==> config.mk <==
export PLATFORM = sky130hd
export DESIGN_NAME = ims_master
export DESIGN_NICKNAME = d
export VERILOG_FILES = /design/src/verilog/ims_pkg.sv /design/src/verilog/ims_master.sv
export SDC_FILE = /design/constraint.sdc
export NUM_CORES = 1
export LEC_CHECK = 0
export BUFFER_PORTS_ARGS = -buffer_cell sky130_fd_sc_hd__buf_2
export CORE_ASPECT_RATIO = 0.6
export CORE_UTILIZATION = 51
export CTS_CLUSTER_DIAMETER = 50
export DETAILED_ROUTE_END_ITERATION = 16
export GPL_TIMING_DRIVEN = 0
export PLACE_DENSITY = 0.75
export SYNTH_ARGS = -nofsm -noshare
export SYNTH_HDL_FRONTEND = slang
export SYNTH_SLANG_ARGS = --single-unit
==> constraint.sdc <==
create_clock -name pclk -period 2.8 [get_ports pclk]
set_input_delay 0.84 -clock pclk [delete_from_list [all_inputs] [get_ports pclk]]
set_output_delay 0.84 -clock pclk [all_outputs]
set_load 0.02 [all_outputs]
==> src/verilog/ims_pkg.sv <==
// package of register map, field positions, timing and state codes for the i2c master sequencer
package ims_pkg;
    // apb register byte offsets
    localparam logic [7:0] ADDR_BUF = 8'h00;
    localparam logic [7:0] ADDR_RELOAD = 8'h04;
    localparam logic [7:0] ADDR_CTRL2 = 8'h08;
    localparam logic [7:0] ADDR_STATE = 8'h0c;
    localparam logic [7:0] ADDR_FLAGS = 8'h10;
    // second control register fields
    localparam int C2_START = 0;
    localparam int C2_RESTART = 1;
    localparam int C2_STOP = 2;
    localparam int C2_ACKSTAT = 6;
    localparam int C2_REQ_W = 5;
    // port state register fields
    localparam int ST_FULL = 0;
    localparam int ST_STARTDET = 3;
    localparam int ST_STOPDET = 4;
    // sticky flag register fields
    localparam int FL_IRQ = 0;
    localparam int FL_BCL = 1;
    localparam int FL_WRITE_COLLISION_FLAG = 2;
    // reset values
    localparam logic [6:0] RELOAD_RST = 7'h00;
    localparam logic [7:0] CTRL2_RST = 8'h00;
    localparam logic [7:0] BUF_RST = 8'h00;
    // timing: pclk rate and the q2/q4 phase rate (twice the instruction rate)
    localparam int PCLK_MHZ = 100;
    localparam int PHASE_MHZ = 20;
    localparam int PHASE_DIV = PCLK_MHZ / PHASE_MHZ;
    // the ninth clock of a byte carries the acknowledge
    localparam logic [3:0] ACK_BIT = 4'h8;
    // sequencer states, one-hot
    typedef enum logic [11:0] {
        S_IDLE = 12'h001,
        S_ST_WAIT = 12'h002,
        S_ST_HOLD = 12'h004,
        S_RS_LOW = 12'h008,
        S_RS_SDAHI = 12'h010,
        S_RS_SCLHI = 12'h020,
        S_RS_SDALO = 12'h040,
        S_TX_LOW = 12'h080,
        S_TX_HIGH = 12'h100,
        S_SP_SDALO = 12'h200,
        S_SP_SCLHI = 12'h400,
        S_SP_SDAHI = 12'h800
    } ims_state_t;
endpackage

==> src/verilog/ims_master.sv <==
// i2c master sequencer: apb registers, rate counter, start/restart/stop and byte transmit
`timescale 1ns/100ps
`default_nettype none

module ims_master import ims_pkg::*; #(
    parameter int PDIV = PHASE_DIV
) (
    input wire logic pclk,
    input wire logic presetn,
    input wire logic psel,
    input wire logic penable,
    input wire logic pwrite,
    input wire logic [7:0] paddr,
    input wire logic [31:0] pwdata,
    output logic [31:0] prdata,
    output logic pready,
    output logic pslverr,
    input wire logic scl_in,
    output logic scl_out,
    output logic scl_oe,
    input wire logic sda_in,
    output logic sda_out,
    output logic sda_oe
);
    // synchronisers for the bus lines
    logic scl_m, scl_s, sda_m, sda_s;
    // q2/q4 phase divider
    logic [7:0] pdiv;
    logic q_tick;
    // rate counter
    logic [6:0] cnt;
    logic cnt_run;
    logic load_req;
    logic to;
    // sequencer
    ims_state_t state;
    logic armed;
    logic [3:0] bitn;
    logic [7:0] shreg;
    logic ackstat;
    // software visible registers
    logic [7:0] shift_buffer;
    logic [6:0] reload;
    logic [7:0] ctrl2;
    logic buf_full, start_det, stop_det;
    logic [2:0] flags;
    // bus decode
    logic apb_setup, apb_wr, hit;
    logic [31:0] rdata;
    // events
    logic idle, buf_wr, buf_ok, write_collision_flag_ev, bcl_st, bcl_rs, bcl_ev;
    logic start_ok, rs_ok, tx_done, sp_ok, sp_det, det_ev, bf_clr, irq_ev;

    // two flops before any logic reads the pins
    always_ff @(posedge pclk or negedge presetn) begin
        if (!presetn) begin
            scl_m <= 1'b1;
            scl_s <= 1'b1;
            sda_m <= 1'b1;
            sda_s <= 1'b1;
        end else begin
            scl_m <= scl_in;
            scl_s <= scl_m;
            sda_m <= sda_in;
            sda_s <= sda_m;
        end
    end

    // open-drain lines only ever pull low
    always_ff @(posedge pclk or negedge presetn) begin
        if (!presetn) begin
            scl_out <= 1'b0;
            sda_out <= 1'b0;
        end else begin
            scl_out <= 1'b0;
            sda_out <= 1'b0;
        end
    end

    // phase tick: two per instruction cycle
    always_ff @(posedge pclk or negedge presetn) begin
        if (!presetn) begin
            pdiv <= 8'h00;
            q_tick <= 1'b0;
        end else if (pdiv == 8'(PDIV - 1)) begin
            pdiv <= 8'h00;
            q_tick <= 1'b1;
        end else begin
            pdiv <= pdiv + 8'h01;
            q_tick <= 1'b0;
        end
    end

    // timeout when a running count is at zero on a phase tick
    assign to = cnt_run & q_tick & (cnt == 7'h00) & ~load_req;

    // rate counter: reload, count down, stop at zero
    always_ff @(posedge pclk or negedge presetn) begin
        if (!presetn) begin
            cnt <= 7'h00;
            cnt_run <= 1'b0;
        end else if (load_req) begin
            cnt <= reload;
            cnt_run <= 1'b1;
        end else if (to) begin
            cnt_run <= 1'b0;
        end else if (cnt_run && q_tick) begin
            cnt <= cnt - 7'h01;
        end
    end

    // event decode
    assign idle = (state == S_IDLE);
    assign buf_wr = apb_wr & (paddr == ADDR_BUF);
    assign buf_ok = buf_wr & idle;
    // writes during start, restart, stop or a byte collide
    assign write_collision_flag_ev = buf_wr & ~idle;
    // start collision: both low at begin, scl low early, sda low at timeout
    assign bcl_st = (idle & ctrl2[C2_START] & ~scl_s & ~sda_s)
        | ((state == S_ST_WAIT) & (~scl_s | (to & ~sda_s)));
    // restart collision: sda not high, sda low at scl rise, scl low early
    assign bcl_rs = ((state == S_RS_LOW) & armed & to & ~sda_s)
        | ((state == S_RS_SCLHI) & ~armed & scl_s & ~sda_s)
        | ((state == S_RS_SCLHI) & armed & ~scl_s);
    assign bcl_ev = bcl_st | bcl_rs;
    assign start_ok = (state == S_ST_HOLD) & to;
    assign rs_ok = (state == S_RS_SDALO) & to;
    assign tx_done = (state == S_TX_HIGH) & armed & to & (bitn == ACK_BIT);
    assign bf_clr = (state == S_TX_HIGH) & armed & to & (bitn == 4'h7);
    assign sp_det = (state == S_SP_SDAHI) & ~armed & scl_s & sda_s;
    assign sp_ok = (state == S_SP_SDAHI) & armed & to;
    // start seen on the lines: sda falls while scl high
    assign det_ev = ((state == S_ST_WAIT) & to & scl_s & sda_s)
        | ((state == S_RS_SDALO) & scl_s & ~sda_s);
    // port flag only after the rate counter timed out
    assign irq_ev = start_ok | rs_ok | tx_done | sp_ok;

    // sequencer: owns the line drivers and counter reloads
    always_ff @(posedge pclk or negedge presetn) begin
        if (!presetn) begin
            state <= S_IDLE;
            armed <= 1'b0;
            load_req <= 1'b0;
            scl_oe <= 1'b0;
            sda_oe <= 1'b0;
            bitn <= 4'h0;
            shreg <= 8'h00;
            ackstat <= 1'b0;
        end else begin
            load_req <= 1'b0;
            if (bcl_ev) begin
                // abort: let both lines go, back to idle
                state <= S_IDLE;
                scl_oe <= 1'b0;
                sda_oe <= 1'b0;
            end else begin
                case (state)
                    S_IDLE: begin
                        // lines stay as left by the last event
                        if (ctrl2[C2_START]) begin
                            if (scl_s && sda_s) begin
                                load_req <= 1'b1;
                                state <= S_ST_WAIT;
                            end
                        end else if (ctrl2[C2_RESTART]) begin
                            scl_oe <= 1'b1;
                            armed <= 1'b0;
                            state <= S_RS_LOW;
                        end else if (ctrl2[C2_STOP]) begin
                            sda_oe <= 1'b1;
                            armed <= 1'b0;
                            state <= S_SP_SDALO;
                        end else if (buf_ok) begin
                            // first bit out with scl low
                            shreg <= pwdata[7:0];
                            bitn <= 4'h0;
                            scl_oe <= 1'b1;
                            // sda follows one pclk after scl has fallen
                            armed <= 1'b0;
                            load_req <= 1'b1;
                            state <= S_TX_LOW;
                        end
                    end
                    S_ST_WAIT: begin
                        // both still high at timeout: pull sda low
                        if (to) begin
                            sda_oe <= 1'b1;
                            load_req <= 1'b1;
                            state <= S_ST_HOLD;
                        end
                    end
                    S_ST_HOLD: begin
                        // hold sda low, counter runs down to its timeout
                        if (to) begin
                            state <= S_IDLE;
                        end
                    end
                    S_RS_LOW: begin
                        // scl seen low: release sda for one rollover
                        if (!armed && !scl_s) begin
                            load_req <= 1'b1;
                            armed <= 1'b1;
                            sda_oe <= 1'b0;
                        end else if (armed && to) begin
                            scl_oe <= 1'b0;
                            armed <= 1'b0;
                            state <= S_RS_SCLHI;
                        end
                    end
                    S_RS_SCLHI: begin
                        // wait for scl high, then one rollover with both high
                        if (!armed && scl_s) begin
                            load_req <= 1'b1;
                            armed <= 1'b1;
                        end else if (armed && to) begin
                            sda_oe <= 1'b1;
                            load_req <= 1'b1;
                            state <= S_RS_SDALO;
                        end
                    end
                    S_RS_SDALO: begin
                        // no reload after this timeout, sda stays low
                        if (to) begin
                            state <= S_IDLE;
                        end
                    end
                    S_TX_LOW: begin
                        // scl low phase: sda never changes in the pclk where scl falls
                        if (!armed) begin
                            // ninth bit: sda released for the acknowledge
                            sda_oe <= (bitn == ACK_BIT) ? 1'b0 : ~shreg[7];
                            armed <= 1'b1;
                        end else if (to) begin
                            scl_oe <= 1'b0;
                            armed <= 1'b0;
                            state <= S_TX_HIGH;
                        end
                    end
                    S_TX_HIGH: begin
                        // high time counts only once scl is really high
                        if (!armed && scl_s) begin
                            load_req <= 1'b1;
                            armed <= 1'b1;
                        end else if (armed && to) begin
                            scl_oe <= 1'b1;
                            if (bitn == ACK_BIT) begin
                                // ninth clock: keep the acknowledge, scl low
                                ackstat <= sda_s;
                                sda_oe <= 1'b0;
                                state <= S_IDLE;
                            end else begin
                                bitn <= bitn + 4'h1;
                                shreg <= {shreg[6:0], 1'b0};
                                // next bit goes out once scl is low
                                armed <= 1'b0;
                                load_req <= 1'b1;
                                state <= S_TX_LOW;
                            end
                        end
                    end
                    S_SP_SDALO: begin
                        // sda seen low: one rollover, then release scl
                        if (!armed && !sda_s) begin
                            load_req <= 1'b1;
                            armed <= 1'b1;
                        end else if (armed && to) begin
                            scl_oe <= 1'b0;
                            armed <= 1'b0;
                            state <= S_SP_SCLHI;
                        end
                    end
                    S_SP_SCLHI: begin
                        // scl seen high: one rollover, then release sda
                        if (!armed && scl_s) begin
                            load_req <= 1'b1;
                            armed <= 1'b1;
                        end else if (armed && to) begin
                            sda_oe <= 1'b0;
                            armed <= 1'b0;
                            state <= S_SP_SDAHI;
                        end
                    end
                    S_SP_SDAHI: begin
                        // both high: stop seen, one more rollover
                        if (sp_det) begin
                            load_req <= 1'b1;
                            armed <= 1'b1;
                        end else if (sp_ok) begin
                            state <= S_IDLE;
                        end
                    end
                    default: begin
                        state <= S_IDLE;
                        scl_oe <= 1'b0;
                        sda_oe <= 1'b0;
                    end
                endcase
            end
        end
    end

    // control and data registers written by software
    always_ff @(posedge pclk or negedge presetn) begin
        if (!presetn) begin
            shift_buffer <= BUF_RST;
            reload <= RELOAD_RST;
            ctrl2 <= CTRL2_RST;
        end else begin
            if (buf_ok) begin
                shift_buffer <= pwdata[7:0];
            end
            if (apb_wr && paddr == ADDR_RELOAD) begin
                reload <= pwdata[6:0];
            end
            if (apb_wr && paddr == ADDR_CTRL2) begin
                // upper bits always, request bits only while idle
                ctrl2[7:C2_REQ_W] <= pwdata[7:C2_REQ_W];
                if (idle) begin
                    ctrl2[C2_REQ_W-1:0] <= pwdata[C2_REQ_W-1:0];
                end
            end
            // hardware clears requests when their sequence ends, even over a write
            if (start_ok || bcl_st) begin
                ctrl2[C2_START] <= 1'b0;
            end
            if (rs_ok || bcl_rs) begin
                ctrl2[C2_RESTART] <= 1'b0;
            end
            if (sp_ok) begin
                ctrl2[C2_STOP] <= 1'b0;
            end
        end
    end

    // port state bits
    always_ff @(posedge pclk or negedge presetn) begin
        if (!presetn) begin
            buf_full <= 1'b0;
            start_det <= 1'b0;
            stop_det <= 1'b0;
        end else begin
            if (buf_ok) begin
                buf_full <= 1'b1;
            end else if (bf_clr) begin
                buf_full <= 1'b0;
            end
            if (det_ev) begin
                start_det <= 1'b1;
                stop_det <= 1'b0;
            end else if (sp_det) begin
                stop_det <= 1'b1;
                start_det <= 1'b0;
            end
        end
    end

    // sticky flags, write one to clear, a new event wins over the clear
    always_ff @(posedge pclk or negedge presetn) begin
        if (!presetn) begin
            flags <= 3'h0;
        end else begin
            flags <= (flags & ~((apb_wr && paddr == ADDR_FLAGS) ? pwdata[2:0] : 3'h0))
                | {write_collision_flag_ev, bcl_ev, irq_ev};
        end
    end

    // apb decode and read mux
    assign apb_setup = psel & ~penable;
    assign apb_wr = psel & penable & pready & pwrite;
    always_comb begin
        hit = 1'b1;
        rdata = 32'h0000_0000;
        case (paddr)
            ADDR_BUF: rdata = {24'h000000, shift_buffer};
            ADDR_RELOAD: rdata = {25'h0000000, reload};
            ADDR_CTRL2: rdata = {24'h000000, ctrl2[7], ackstat, ctrl2[5:0]};
            ADDR_STATE: rdata = {27'h0000000, stop_det, start_det, 2'h0, buf_full};
            ADDR_FLAGS: rdata = {29'h00000000, flags};
            default: hit = 1'b0;
        endcase
    end

    // zero-wait slave: answer registered in the setup cycle
    always_ff @(posedge pclk or negedge presetn) begin
        if (!presetn) begin
            pready <= 1'b0;
            pslverr <= 1'b0;
            prdata <= 32'h0000_0000;
        end else begin
            pready <= apb_setup;
            pslverr <= apb_setup & ~hit;
            prdata <= (apb_setup && !pwrite) ? rdata : 32'h0000_0000;
        end
    end
endmodule
`default_nettype wire

## After elaboration in Yosys (flattened, before gate mapping)

Index checks and enable logic that the tools add are counted.
Widths: inputs -> output; s select.

- Bitwise logic cells: 62
- Add/sub/neg operators: 3
- Muxes and demuxes: 120
- Equality and inequality tests: 59
- Reductions and logical operators: 45

Operator list:

| cell | count |
|---|---|
| $mux 12 | 22 |
| $pmux 12 s10 | 1 |
| $mux 8 | 9 |
| $mux 1 | 67 |
| $ne 3x3->1 const B | 14 |
| $and 1x1->1 | 40 |
| $pmux 8 s5 | 1 |
| $mux 32 | 1 |
| $mux 4 | 7 |
| $ne 3x2->1 const B | 8 |
| $pmux 1 s8 | 3 |
| $reduce_bool 2->1 | 11 |
| $mux 7 | 3 |
| $reduce_and 18->1 | 1 |
| $eq 8x3->1 const B | 2 |
| $eq 8x4->1 const B | 2 |
| $pmux 8 s2 | 1 |
| $ne 2x2->1 const B | 7 |
| $reduce_and 14->1 | 1 |
| $eq 12x1->1 const B | 1 |
| $eq 12x10->1 const B | 1 |
| $eq 12x11->1 const B | 1 |
| $eq 12x12->1 const B | 1 |
| $eq 12x2->1 const B | 1 |
| other kinds (40) | 83 |

- Logic and storage cells: 319
- Output and inout port bits: 38
- Bits of input ports: 47
- Flip-flop bits (word level): 113

## Logic depth before layout (Yosys ltp)

- Depth after elaboration: 11
- Mapped depth: 10
- Depth with buffers taken out: 9

## Least setup slack after synthesis

OpenSTA, ideal clock, no wires.

- Path type: register to register
- From: reg cnt[0]
- To: reg sda_oe
- Data required time: 2.701 ns
- Period minus slack after synthesis: 2.577 ns
- Setup slack: 0.223 ns
- Stages on the path, launching flop included: 11
- Data arrival time: 2.478 ns
- Buffers on the path: 1
- Setup time: 0.099 ns
- Cells stage by stage: dfrtp_1 inv_1 ha_1 or4b_4 or3_1 buf_2 o2bb2ai_1 or4_1 nor2_1 a21oi_1 a311oi_1

- Longest elaborated chain between the ends: 10
- Elaborated cells between the ends (all ways): 29
- Those cells by class: eq/ne: 14; mux: 1; bitwise: 11; reduce/logical: 3

RTL lines:

| item | line | text |
|---|---|---|
| from (decl) | ims_master.sv:31 | `logic [6:0] cnt;` |
| from (signal assigned) | ims_master.sv:103 | `cnt <= reload;` |
| from (signal assigned) | ims_master.sv:108 | `cnt <= cnt - 7'h01;` |
| $logic_not 7->1 * | ims_master.sv:95 | `assign to = cnt_run & q_tick & (cnt == 7'h00) & ~load_req;` |
| $and 1x1->1 * (2 in a row) | ims_master.sv:95 |  |
| $and 1x1->1, on equally long branches | ims_master.sv:120, ims_master.sv:122 |  |
| $or 1x1->1 / $and 1x1->1 (equally long branches) | ims_master.sv:120, ims_master.sv:122 |  |
| $and 1x1->1 / $or 1x1->1 (equally long branches) | ims_master.sv:120, ims_master.sv:123 |  |
| $or 1x1->1, on equally long branches | ims_master.sv:120, ims_master.sv:124 |  |
| $or 1x1->1 | ims_master.sv:125 | `assign bcl_ev = bcl_st \| bcl_rs;` |
| $ne 3x3->1 (no line), or another cell as far along | n/a |  |
| $reduce_and 14->1 (no line) | n/a |  |
| to (signal assigned) | ims_master.sv:231 | `sda_oe <= (bitn == ACK_BIT) ? 1'b0 : ~shreg[7];` |
| to (decl) | ims_master.sv:23 | `output logic sda_oe` |

Every way passes the cells marked *; elsewhere a longest branch is shown, timed or not.
A chain may end at the register's enable or synchronous reset.

## Worst setup path after layout

- From: reg cnt[1]
- To: reg scl_oe

- Longest elaborated chain between the ends: 10
- Elaborated cells between the ends (all ways): 29
- Those cells by class: eq/ne: 10; mux: 5; bitwise: 11; reduce/logical: 3

RTL lines:

| item | line | text |
|---|---|---|
| $logic_not 7->1 * | ims_master.sv:95 |  |
| $and 1x1->1 * (2 in a row) | ims_master.sv:95 |  |
| $and 1x1->1, on equally long branches | ims_master.sv:120, ims_master.sv:122 |  |
| $or 1x1->1 / $and 1x1->1 (equally long branches) | ims_master.sv:120, ims_master.sv:122 |  |
| $and 1x1->1 / $or 1x1->1 (equally long branches) | ims_master.sv:120, ims_master.sv:123 |  |
| $or 1x1->1, on equally long branches | ims_master.sv:120, ims_master.sv:124 |  |
| $or 1x1->1 | ims_master.sv:125 |  |
| $ne 4x2->1 (no line), or another cell as far along | n/a |  |
| $reduce_and 10->1 (no line) | n/a |  |
| to (signal assigned) | ims_master.sv:144 | `scl_oe <= 1'b0;` |
| to (signal assigned) | ims_master.sv:154 | `scl_oe <= 1'b0;` |
| to (signal assigned) | ims_master.sv:166 | `scl_oe <= 1'b1;` |
| to (decl) | ims_master.sv:20 | `output logic scl_oe,` |

Every way passes the cells marked *; elsewhere a longest branch is shown, timed or not. The select of a mux whose other input is x is not followed.

==> impl_metrics.csv <==
group,metric,value,unit
layout,instances_no_fill,753,
synthesis,mappedNetlistArea,0.00493,mm²
drt,wl_per_cell,18.3,µm
cts,cts_made_buffers,9,
setup_path,path_class,"reg2reg",
floorplanning,dieWidth,129,µm
global_routing,grt_pass1_wl,21.6,mm
placed_design,dpl.hpwl,10.0,mm
timing,layout_min_cycle_time,2.81,ns
timing,slew-limit-headroom,0.556,
setup_path,start_kind,"flop",
synthesis,syn_inst,533,
synthesis,async_flop_share,1.00,
synthesis,synth_top_family_by_area,"simple AND/OR/NAND/NOR gates",
power,seqPwrFrac,0.383,
floorplanning,die_h,78.2,µm
placed_design,place_inst,720,
cts,clk_pin_slew,0.07,ns
drt,num_vias,4398,
drt,first_iter_violations,449,
power,intPower,2.47,mW
global_routing,track_usage,0.286,
timing,skew,0.00697,ns
layout,stdcell_area,0.00602,mm²
power,irDropWorstVdd,0.000454,V
drt,drt_first_pass_iters,5,
synthesis,synth-adder-area-share,0.0152,
timing,setup_viol,3,
placed_design,dpl_cell_area,0.00537,mm²
global_routing,grt_pass1_vias,4046,
setup_path,crit_required,3.02,ns
timing,setup_ws,-0.00879,ns
placed_design,io_buffers,31,
layout,diodes,0,
timing,finalMaxSlewViolations,0,
placed_design,gp_congestion,0.917,
power,p_leak,2.78,nW
layout,fill_cells,753,
worst_hold_path,min_path_type,"reg2reg",
setup_path,end_kind,"flop",
drt,drc_errors,0,
synthesis,synth_seq_area_share,0.443,
floorplanning,start_util,0.531,
power,sw_frac_of_total,0.347,
synthesis,synth_area_per_cell,9.25,µm²
timing,fmax,356,MHz
floorplanning,die_area,0.0101,mm²
synthesis,synth_compound_area_frac,0.132,
power,power.density,627,mW/mm²
layout,layout-drive-gt1-share,0.254,
drt,vias_per_cell,5.84,
cts,cts_root_buffer,"clkbuf_16",
synthesis,synth_top_flop_cell,"dfrtp_1",
cts,cts_htree_levels,3,
timing,hold_viol_final,0,
cts,clk_latency,0.35,ns
layout,syn_to_final_growth,22.2,%
floorplanning,io_pins,85,
global_routing,overflow,0,
outcome,violations,"negative setup slack",
cts,cts_tree,"done",
synthesis,synth.mux.area_fraction,0.0662,
synthesis,ys.warnings.count,0,
global_routing,antenna_found_initial,0,
timing,whs,0.356,ns
power,clkPwrFrac,0.335,
synthesis,synth-simple-area-share,0.243,
setup_path,cp_max_fo,5,
drt,drt_wl_total,13.8,mm
timing,rsz0062_at_grt,"yes",
floorplanning,rows,27,
cts,cts.path.max_buffers,2,
run,maxCapViolations,0,
layout,fin_nets,671,
layout,mostFrequentLayoutCell,"dfrtp_1",
synthesis,synth_xor_xnor_area_share,0.0284,
synthesis,synth_seq_cells,87,
global_routing,grt_max_degree,62,
power,p_comb_frac,0.283,
cts,clkSinkCount,87,
timing,worst_pin_slew,0.665,ns
synthesis,ys_types,64,
synthesis,synth_edf_count,0,
timing,fin_crit_sh,1.00,
outcome,status,"complete, but fails checks",
floorplanning,fp.coreArea,0.00929,mm²
layout,layout.cells.most_common_list,"82 x dfrtp_1, 65 x nand2_1, 48 x buf_4",
drt,ant_nets,0,
placed_design,post-place-ws,-0.485,ns
setup_path,crit_arrival,3.03,ns
power,switching_power,1.31,mW
layout,final_util,0.648,
-- synth_stat cells, types with 4 or more instances --
| library cell | count | area (µm²) |
|---|---|---|
| xor2_1 | 7 | 61.3 |
| clkbuf_1 | 19 | 71.3 |
| nand2_1 | 66 | 248 |
| o2bb2ai_1 | 4 | 35.0 |
| nand4_1 | 13 | 81.3 |
| nor4_1 | 4 | 25.0 |
| ha_1 | 6 | 75.1 |
| mux2i_1 | 9 | 90.1 |
| inv_1 | 14 | 52.6 |
| nor2_1 | 49 | 184 |
| dfrtp_1 | 82 | 2050 |
| buf_4 | 26 | 195 |
| and4_1 | 6 | 52.6 |
| buf_2 | 7 | 35.0 |
| dfstp_2 | 5 | 131 |
| a31oi_1 | 7 | 43.8 |
| a21o_1 | 5 | 37.5 |
| nor3b_1 | 4 | 30.0 |
| nand3_1 | 11 | 55.1 |
| a21oi_1 | 28 | 140 |
| o21ai_0 | 26 | 130 |
| and3_1 | 7 | 43.8 |
| xnor2_1 | 9 | 78.8 |
| nand2b_1 | 4 | 25.0 |
| and2_1 | 4 | 25.0 |
| nor4b_1 | 6 | 52.6 |
| mux2_2 | 17 | 191 |
| nor3_1 | 15 | 75.1 |
| or3_1 | 5 | 31.3 |
| o22ai_1 | 8 | 50.1 |
| nor4_2 | 4 | 50.1 |
| nor2b_1 | 14 | 87.6 |
-- worst max-delay path, cell delays in order, from the launching register on --
cell	delay, ns
dfrtp_1	0.41
inv_2	0.10
ha_4	0.12
or4b_4	0.51
or3_4	0.41
buf_4	0.16
o41ai_4	0.35
nand2b_4	0.25
a21oi_1	0.07
o32a_1	0.32
-- metrics by stage --
step                setup TNS, ns  power [mW]
floorplan                       0        2.08
global placement            -7.55        2.32
detailed placement          -8.75        2.35
CTS                             0        3.66
global route               -0.480        3.94
finish                    -0.0199        3.77
-- repair_timing --
item,in CTS,in global routing
pin swaps,3,12
endpoints found under the setup margin,25,28
buffers inserted,6,15
resized for setup,15,22
hold buffers,0,0
-- state kept, by name (all words and copies together), names as in the netlist, 7 cells and up --
signal / count
pdiv: 8
prdata: 8
shreg: 8
state: 11
cnt: 7
ctrl2: 7
shift_buffer: 8
reload: 7
-- final cells by class --
cell class / count / area, µm² / share of cell area
buffer: 48 / 285 / 0.0474
clock buffer: 9 / 225 / 0.0374
clock inverter: 7 / 91.3 / 0.0152
inverter: 14 / 52.6 / 0.00872
multi-input combinational: 405 / 2680 / 0.445
sequential: 87 / 2180 / 0.362
tap: 130 / 163 / 0.0270
timing repair buffer: 53 / 343 / 0.0569
-- logic make-up after synthesis --
logic type      count (synthesis)
fa+ha+maj                       6
simple gates                  227
compound gates                102
xor+xnor                       16
mux                            28
buf+inv                        66
flops                          87
other cells                     1
-- layer usage --
| metal | part of all wire | GRT usage | vias to the layer above |
|---|---|---|---|
| met5 | 0 | 0 | - |
| met4 | 0.0083 | 0.0529 | 0 |
| met3 | 0.097 | 0.0811 | 14 |
| met2 | 0.42 | 0.393 | 208 |
| met1 | 0.48 | 0.443 | 2140 |
| li1 | - | - | 2036 |
-- power by group through the flow --
stage | Combinational, mW | Clock (mW) | Sequential, mW
after floorplan | 0.637 | 0 | 1.44
after global placement | 0.893 | 0 | 1.43
after detailed placement | 0.917 | 0 | 1.44
after CTS | 0.945 | 1.28 | 1.44
after global routing | 1.16 | 1.33 | 1.45
final | 1.07 | 1.26 | 1.44
-- path summary, 6_finish.rpt --
path	start	endpoint	slack, ns	cells after the start
max reg2reg	cnt[1]	scl_oe	-0.009	9
min reg2reg	sda_m	sda_s	0.36	0
max	cnt[1]	scl_oe	-0.009	9
min	sda_m	sda_s	0.36	0
min in group asynchronous	presetn	pdiv[6]	0.40	1
max in group asynchronous	presetn	state[0]	1.74	2
(Power assumes the default switching activity.)
